## config.mk

```make
export PLATFORM = sky130hd
export DESIGN_NAME = crcreg_engine
export DESIGN_NICKNAME = d
export VERILOG_FILES = /design/src/rtl/crcreg_engine.v /design/src/rtl/crcreg_byte_step.v
export VERILOG_INCLUDE_DIRS = /design/src /design/src/rtl
export SDC_FILE = /design/constraint.sdc
export NUM_CORES = 1
export LEC_CHECK = 0
export ABC_AREA = 1
export BUFFER_PORTS_ARGS = -buffer_cell sky130_fd_sc_hd__clkbuf_2
export CAP_MARGIN = 20
export CORE_ASPECT_RATIO = 0.75
export CORE_MARGIN = 2
export CORE_UTILIZATION = 40
export DETAILED_ROUTE_END_ITERATION = 7
export GPL_ROUTABILITY_DRIVEN = 0
export GPL_TIMING_DRIVEN = 0
export PLACE_DENSITY = 0.57
export SLEW_MARGIN = 10
export SYNTH_ARGS = -nofsm -noshare
export SYNTH_HDL_FRONTEND = slang
export SYNTH_SLANG_ARGS = --single-unit
```

## constraint.sdc

```tcl
create_clock -name core_clk_i -period 1.9 [get_ports core_clk_i]
set_input_delay 0.19 -clock core_clk_i [delete_from_list [all_inputs] [get_ports core_clk_i]]
set_output_delay 0.19 -clock core_clk_i [all_outputs]
set_load 0.05 [all_outputs]
```

## src/rtl/crcreg_consts.vh

```
// Address map, field positions and reset values of the CRC register block
`ifndef CRCREG_CONSTS_VH
`define CRCREG_CONSTS_VH
`define CRCREG_SFR_PAGE 8'h20
`define CRCREG_ADDR_DATA_INPUT 8'hCA
`define CRCREG_ADDR_RESULT_PORT 8'hCB
`define CRCREG_ADDR_CONTROL_ZERO 8'hCE
`define CRCREG_ADDR_BIT_REVERSE 8'hCF
`define CRCREG_ADDR_START_BLOCK 8'hD2
`define CRCREG_ADDR_BLOCK_COUNT 8'hD3
`define CRCREG_ADDR_CONTROL_ONE 8'h86
`define CRCREG_BIT_INIT 3
`define CRCREG_BIT_VALSEL 2
`define CRCREG_BIT_PTR 0
`define CRCREG_BIT_AUTO_CHECK_ENABLE 7
`define CRCREG_BIT_DONE 6
`define CRCREG_CN0_RESERVED 4'h1
`define CRCREG_POLY 16'h1021
`define CRCREG_PRESET_ZERO 16'h0000
`define CRCREG_PRESET_ONE 16'hFFFF
`define CRCREG_RESET_BYTE 8'h00
`define CRCREG_BLOCK_BYTES 9'h100
`endif

```

## src/rtl/crcreg_engine.v

```verilog
// CRC engine special-function registers with bit reversal and flash auto-check
`timescale 1ns/10ps
`include "crcreg_consts.vh"
module crcreg_engine (
  input wire core_clk_i,
  input wire rst_i,
  input wire [7:0] sfr_page_i,
  input wire [7:0] sfr_addr_i,
  input wire [7:0] sfr_wdata_i,
  input wire sfr_wr_i,
  input wire sfr_rd_i,
  output reg [7:0] sfr_rdata_o,
  output wire cpu_stall_o,
  output reg flash_rd_o,
  output reg [15:0] flash_addr_o,
  input wire [7:0] flash_data_i,
  input wire flash_valid_i
);
  // Flash walk states
  localparam ST_IDLE = 2'h0;
  localparam ST_REQ = 2'h1;
  localparam ST_WAIT = 2'h2;

  reg [15:0] result_q;
  reg [15:0] result_d;
  reg result_byte_pointer_q;
  reg init_value_select_q;
  reg [7:0] bit_reverse_reg_q;
  reg [7:0] data_input_q;
  reg [7:0] start_block_field_q;
  reg [7:0] block_count_field_q;
  reg auto_check_enable_q;
  reg [1:0] state_q;
  reg [15:0] remain_q;
  reg [7:0] fold_byte;
  wire [15:0] folded;
  wire [7:0] reversed_byte;
  wire [7:0] result_sel_byte;

  wire page_hit = (sfr_page_i == `CRCREG_SFR_PAGE);
  wire wr = sfr_wr_i & page_hit;
  wire rd = sfr_rd_i & page_hit;
  wire wr_in = wr & (sfr_addr_i == `CRCREG_ADDR_DATA_INPUT);
  wire wr_cn0 = wr & (sfr_addr_i == `CRCREG_ADDR_CONTROL_ZERO);
  wire acc_port = (wr | rd) & (sfr_addr_i == `CRCREG_ADDR_RESULT_PORT);
  wire wr_port = wr & (sfr_addr_i == `CRCREG_ADDR_RESULT_PORT);
  // One decoded strobe per register
  wire wr_flip = wr & (sfr_addr_i == `CRCREG_ADDR_BIT_REVERSE);
  wire wr_start = wr & (sfr_addr_i == `CRCREG_ADDR_START_BLOCK);
  wire wr_count = wr & (sfr_addr_i == `CRCREG_ADDR_BLOCK_COUNT);
  wire wr_cn1 = wr & (sfr_addr_i == `CRCREG_ADDR_CONTROL_ONE);
  wire auto_busy = (state_q != ST_IDLE);
  // A fetched byte is folded in the cycle its valid strobe arrives
  wire walk_fold = (state_q == ST_WAIT) & flash_valid_i;
  wire walk_last = (remain_q == 16'h0001);
  wire preset_all_one = sfr_wdata_i[`CRCREG_BIT_VALSEL];

  // Port reads and writes both land on the byte the pointer selects
  assign result_sel_byte = result_byte_pointer_q ? result_q[15:8] : result_q[7:0];

  // Processor holds while the flash walk runs
  assign cpu_stall_o = auto_busy;

  // Flash bytes and bus writes share one fold network
  always @* begin
    fold_byte = auto_busy ? flash_data_i : sfr_wdata_i;
  end

  crcreg_byte_step u_step (
    .crc_i(result_q),
    .byte_i(fold_byte),
    .crc_o(folded)
  );

  // Pure wiring; the byte is stored mirrored so a read needs no extra logic
  genvar b;
  generate
    for (b = 0; b < 8; b = b + 1) begin : g_rev
      assign reversed_byte[b] = sfr_wdata_i[7 - b];
    end
  endgenerate

  always @* begin
    result_d = result_q;
    // A flash byte outranks bus writes, which software keeps off the bus during a stall
    if (walk_fold) begin
      result_d = folded;
    end else if (wr_cn0 && sfr_wdata_i[`CRCREG_BIT_INIT]) begin
      result_d = preset_all_one ? `CRCREG_PRESET_ONE : `CRCREG_PRESET_ZERO;
    end else if (wr_in) begin
      result_d = folded;
    end else if (wr_port) begin
      if (result_byte_pointer_q) begin
        result_d = {sfr_wdata_i, result_q[7:0]};
      end else begin
        result_d = {result_q[15:8], sfr_wdata_i};
      end
    end
  end

  // Result and pointer
  always @(posedge core_clk_i) begin
    if (rst_i) begin
      result_q <= `CRCREG_PRESET_ZERO;
      result_byte_pointer_q <= 1'b0;
    end else begin
      result_q <= result_d;
      // Pointer write and port access in one cycle cannot occur on one bus
      if (wr_cn0) begin
        result_byte_pointer_q <= sfr_wdata_i[`CRCREG_BIT_PTR];
      end else if (acc_port) begin
        result_byte_pointer_q <= ~result_byte_pointer_q;
      end
    end
  end

  // Configuration registers
  always @(posedge core_clk_i) begin
    if (rst_i) begin
      init_value_select_q <= 1'b0;
      bit_reverse_reg_q <= `CRCREG_RESET_BYTE;
      data_input_q <= `CRCREG_RESET_BYTE;
      start_block_field_q <= `CRCREG_RESET_BYTE;
      block_count_field_q <= `CRCREG_RESET_BYTE;
      auto_check_enable_q <= 1'b0;
    end else begin
      if (wr_in) begin
        data_input_q <= sfr_wdata_i;
      end
      if (wr_cn0) begin
        init_value_select_q <= preset_all_one;
      end
      if (wr_flip) begin
        bit_reverse_reg_q <= reversed_byte;
      end
      if (wr_start) begin
        start_block_field_q <= sfr_wdata_i;
      end
      if (wr_count) begin
        block_count_field_q <= sfr_wdata_i;
      end
      if (wr_cn1) begin
        auto_check_enable_q <= sfr_wdata_i[`CRCREG_BIT_AUTO_CHECK_ENABLE];
      end
    end
  end

  // Flash walk: one byte per request, whole 256-byte blocks
  always @(posedge core_clk_i) begin
    if (rst_i) begin
      state_q <= ST_IDLE;
      remain_q <= 16'h0000;
      flash_rd_o <= 1'b0;
      flash_addr_o <= 16'h0000;
    end else begin
      case (state_q)
        ST_IDLE: begin
          flash_rd_o <= 1'b0;
          // Zero blocks means nothing to walk; no stall
          if (wr_cn0 && auto_check_enable_q && block_count_field_q != 8'h00) begin
            state_q <= ST_REQ;
            // Blocks are 256 bytes, so start and count are the high address byte
            flash_addr_o <= {start_block_field_q, 8'h00};
            remain_q <= {block_count_field_q, 8'h00};
          end
        end
        ST_REQ: begin
          flash_rd_o <= 1'b1;
          state_q <= ST_WAIT;
        end
        ST_WAIT: begin
          // Request is a one-cycle pulse; the flash may answer any number of cycles later
          flash_rd_o <= 1'b0;
          if (walk_fold) begin
            remain_q <= remain_q - 16'h0001;
            flash_addr_o <= flash_addr_o + 16'h0001;
            // Stall drops on the edge that folds the last byte
            state_q <= walk_last ? ST_IDLE : ST_REQ;
          end
        end
        default: begin
          state_q <= ST_IDLE;
          flash_rd_o <= 1'b0;
        end
      endcase
    end
  end

  always @(posedge core_clk_i) begin
    if (rst_i) begin
      sfr_rdata_o <= `CRCREG_RESET_BYTE;
    end else if (rd) begin
      // Reads of other pages leave the last value standing
      case (sfr_addr_i)
        `CRCREG_ADDR_DATA_INPUT: sfr_rdata_o <= data_input_q;
        `CRCREG_ADDR_RESULT_PORT: sfr_rdata_o <= result_sel_byte;
        `CRCREG_ADDR_CONTROL_ZERO: sfr_rdata_o <= {`CRCREG_CN0_RESERVED, 1'b0, init_value_select_q, 1'b0,
                                                   result_byte_pointer_q};
        `CRCREG_ADDR_BIT_REVERSE: sfr_rdata_o <= bit_reverse_reg_q;
        `CRCREG_ADDR_START_BLOCK: sfr_rdata_o <= start_block_field_q;
        `CRCREG_ADDR_BLOCK_COUNT: sfr_rdata_o <= block_count_field_q;
        // Done bit is simply the walk not being busy
        `CRCREG_ADDR_CONTROL_ONE: sfr_rdata_o <= {auto_check_enable_q, ~auto_busy, 6'h00};
        default: sfr_rdata_o <= 8'h00;
      endcase
    end
  end
endmodule // crcreg_engine

```

## src/rtl/crcreg_byte_step.v

```verilog
// Combinational fold of one byte into a 16-bit CRC result
`timescale 1ns/10ps
`include "crcreg_consts.vh"
module crcreg_byte_step (
  input wire [15:0] crc_i,
  input wire [7:0] byte_i,
  output wire [15:0] crc_o
);
  wire [15:0] stage [0:8];
  assign stage[0] = crc_i ^ {byte_i, 8'h00};
  genvar g;
  generate
    for (g = 0; g < 8; g = g + 1) begin : g_step
      assign stage[g+1] = stage[g][15] ? ({stage[g][14:0], 1'b0} ^ `CRCREG_POLY)
                                       : {stage[g][14:0], 1'b0};
    end
  endgenerate
  assign crc_o = stage[8];
endmodule // crcreg_byte_step

```

==> reports/qor.yml <==
run_status:
  status: "finished, final reports clean"
placed_design:
  place_hpwl_um: 13900
  io_buffers: 61
  dp_slack_ns: -0.283
yosys:
  synthesis.area_mm2: 0.00542
  synth_top_area_share_pct: 34.7
  synth-seq-cells: 94
  synth_edf_count: 0
  synthArstFlopShare_pct: 0
  ys_types: 45
  seq_area_frac_synth_pct: 34.7
  avgSynthCellArea_um2: 6.63
  ys.flop_type: "dfxtp_1"
  synth_nets: 857
  synthCells: 817
  synthTopCellsByArea: "dfxtp_1 35%, nand2_1 13%, a21oi_1 9.1%, o21ai_0 8.4%, inv_1 5.6%"
  yosysTopAreaCell: "dfxtp_1"
  yosysWarnings: 0
clock_network:
  ctsHtreeMaxLevel: 3
  path_clk_slew_ns: 0.07
  cts_tree: "done"
  clk_latency_ns: 0.35
  clk_path_buf_depth: 2
  numCtsBuffers: 9
  clockRootBuffer: "clkbuf_16"
  cts.sinks: 94
  hold_buffers: 0
route:
  via_per_inst: 5.55
  drt_iter0_drc: 578
  drtPass1Iterations: 5
  detail-route-antenna-nets: 0
  remaining_drc_errors: 0
  avgRoutedWirePerCell_um: 17.2
  routed-via-count: 5935
  drt-total-wl_um: 18400
sta:
  hold_viol_final: 0
  post-route-min-period_ns: 1.81
  rsz0062_at_grt: "true"
  fin_skew_ns: 0.00589
  worst_slack_ns: 0.0936
  max_slew.worst_pin.slew_ns: 0.735
  finalCritPeriodShare_pct: 95.1
  hold_slack_ns: 0.159
  slew_headroom_pct: 51.0
  setup_viol: 0
  fin_setup_tns_ns: 0
  clock.fmax_ghz: 0.554
  drv_slew: 0
worst_setup_path:
  r2r.worst_path.cells: 12
  path_buf_inv: 3
  crit_family: "simple AND/OR/NAND/NOR gates"
  timing.rr.start: "state_q[0]"
  r2r_end: "result_q[3]"
  crit_arrival_ns: 2.05
  required_ns: 2.14
  worstPathMaxFanout: 10
  crit_type: "flip-flop to flip-flop"
  slowest_stage: "dfxtp_2"
  worstSetupStartpointType: "flip-flop"
  endpoint_kind: "flip-flop"
  r2r_slack_ns: 0.09
  slowest_delay_ns: 0.36
  crit_top_cell: "nand2_1"
  cp_cell_sequence: "nor2_4 > buf_12 > buf_6 > nand2_1 > nand3_1 > nand2_2 > inv_1 > nand2_1 > nand2_1 > o21ai_1 > nor2_1 > nor2_1"
grt:
  busiest_layer: "met1"
  grt_antenna_before_repair: 0
  grt_pass1_wl_um: 28400
  use_met1_pct: 39.3
  grt_pass1_vias: 5221
  met3_usage_pct: 6.28
  grt-ovfl-total: 0
  grt_start_max_net_pins: 15
  grt.met2_usage_pct: 33.3
  gr-usage-all-layers_pct: 24.9
floorplanning:
  dieHeight_um: 105
  ios: 63
  rows: 36
  die_area_mm2: 0.0145
  initial_utilization_pct: 41.3
  core_mm2: 0.0131
  die_width_um: 138
cells_and_area:
  layout_common_cells: "178 x nand2_1, 99 x a21oi_1, 91 x o21ai_0, 91 x dfxtp_1, 81 x inv_1"
  antennaDiodeCount: 0
  layout-drive-gt1-share_pct: 16.2
  syn2layout_area_growth_pct: 16.7
  final_util_pct: 48.2
  nets: 935
  final_common_cell: "nand2_1"
pwr:
  vdd_ir_drop_max_v: 0.000480
  p_total_mw: 4.05
  p_leak_nw: 2.83
  powerDensity_mw_per_mm2: 641
min_path:
  worstHoldEndpoint: "result_q[8]"
  hold_depth: 3
  hold_start: "sfr_wdata_i[0]"
  hold_path.class: "input pin to flip-flop"
flow_run:
  max_cap_violations: 0
-- logic make-up (layout without fill, tap and decap cells) --
| kind of cell | after synthesis | after routing | share of synthesized area (%) |
|---|---|---|---|
| AOI/OAI and AO/OA | 228 | 228 | 22.8 |
| xor gates and xnor gates | 16 | 16 | 2.59 |
| adders and majority gates | 3 | 3 | 0.693 |
| buffers and inverters | 113 | 195 | 8.64 |
| DFF | 94 | 94 | 34.7 |
| and+or+nand+nor | 363 | 363 | 30.6 |
-- state kept, by name, indices dropped and copies added, names as in the netlist --
name                   flops
auto_check_enable_q        1
result_byte_pointer_q      1
block_count_field_q        8
flash_addr_o              16
result_q                  16
data_input_q               8
bit_reverse_reg_q          8
flash_rd_o                 1
remain_q                  16
init_value_select_q        1
state_q                    2
start_block_field_q        8
sfr_rdata_o                8
-- worst reg2reg max path: stages, from the launching register on --
cell and delay, ns:
dfxtp_2 0.36, nor2_4 0.13, buf_12 0.14, buf_6 0.16, nand2_1 0.09, nand3_1 0.15, nand2_2 0.11, inv_1 0.09
nand2_1 0.11, nand2_1 0.14, o21ai_1 0.08, nor2_1 0.10, nor2_1 0.04
-- final cells by class --
class,count,area [um^2]
Clock buffer,11,243
Multi-Input combinational cell,610,3090
Tap cell,171,214
Timing Repair Buffer,67,363
Inverter,89,339
Fill cell,1396,6780
Clock inverter,4,47.5
Sequential cell,94,1890
Buffer,24,138
-- cell usage after synthesis (2+ instances only) --
cell type	n
a21oi_1	99
inv_1	81
nand4_1	9
nand2_2	14
xnor2_1	4
o2bb2ai_1	2
nand2_4	3
clkbuf_1	12
o21ai_0	91
nand3_4	2
nor3_1	12
nor2_4	4
nand3_1	57
inv_2	6
nor2_1	68
buf_6	2
nand2_1	185
nor3b_1	2
inv_4	2
buf_2	7
a31oi_1	5
o21ai_1	6
o211ai_1	6
xor2_1	12
o21ai_2	2
dfxtp_1	94
o21a_1	3
a41oi_1	2
nor2_8	3
ha_1	3
o22ai_1	5
-- metrics by stage --
| step | instance area (um^2) | instances |
|---|---|---|
| floorplan | 5420 | 817 |
| global route | 6320 | 1070 |
| finish | 6320 | 1070 |
| global placement | 5940 | 1049 |
| detailed placement | 5940 | 1049 |
| CTS | 6290 | 1070 |
-- routing by layer --
| layer | routed length (um) | vias to the layer above |
|---|---|---|
| met3 | 1750 | 15 |
| met4 | 212 | 0 |
| met1 | 9260 | 2767 |
| li1 | - | 2872 |
| met2 | 7140 | 281 |
| met5 | 0 | - |
-- power breakdown --
group	internal, mW	total (mW)	switching [mW]
sequential	1.97	1.97	0.000134
combinational	0.0732	0.252	0.179
clock	1.05	1.83	0.783
total	3.09	4.05	0.962
-- worst max path at each step --
stage                    start  slack [ns]  depth (start not counted)          endpoint
6_report            state_q[0]        0.09                         12       result_q[3]
5_1_grt             state_q[0]       -0.03                         14      result_q[12]
4_1_cts             state_q[0]        0.03                         12       result_q[8]
3_5_place_dp             rst_i       -0.28                          6      result_q[14]
3_3_place_gp             rst_i       -0.25                          6      result_q[14]
2_1_floorplan  flash_addr_o[2]        0.09                          8  flash_addr_o[15]
-- timing repair --
item / CTS / global route
setup buffers: 6 / 0
endpoints found under the setup margin: 34 / 27
endpoints found under the hold margin: 0 / 0
pin swaps: 3 / 0
resized for setup: 1 / 17
(Power assumes the default switching activity.)
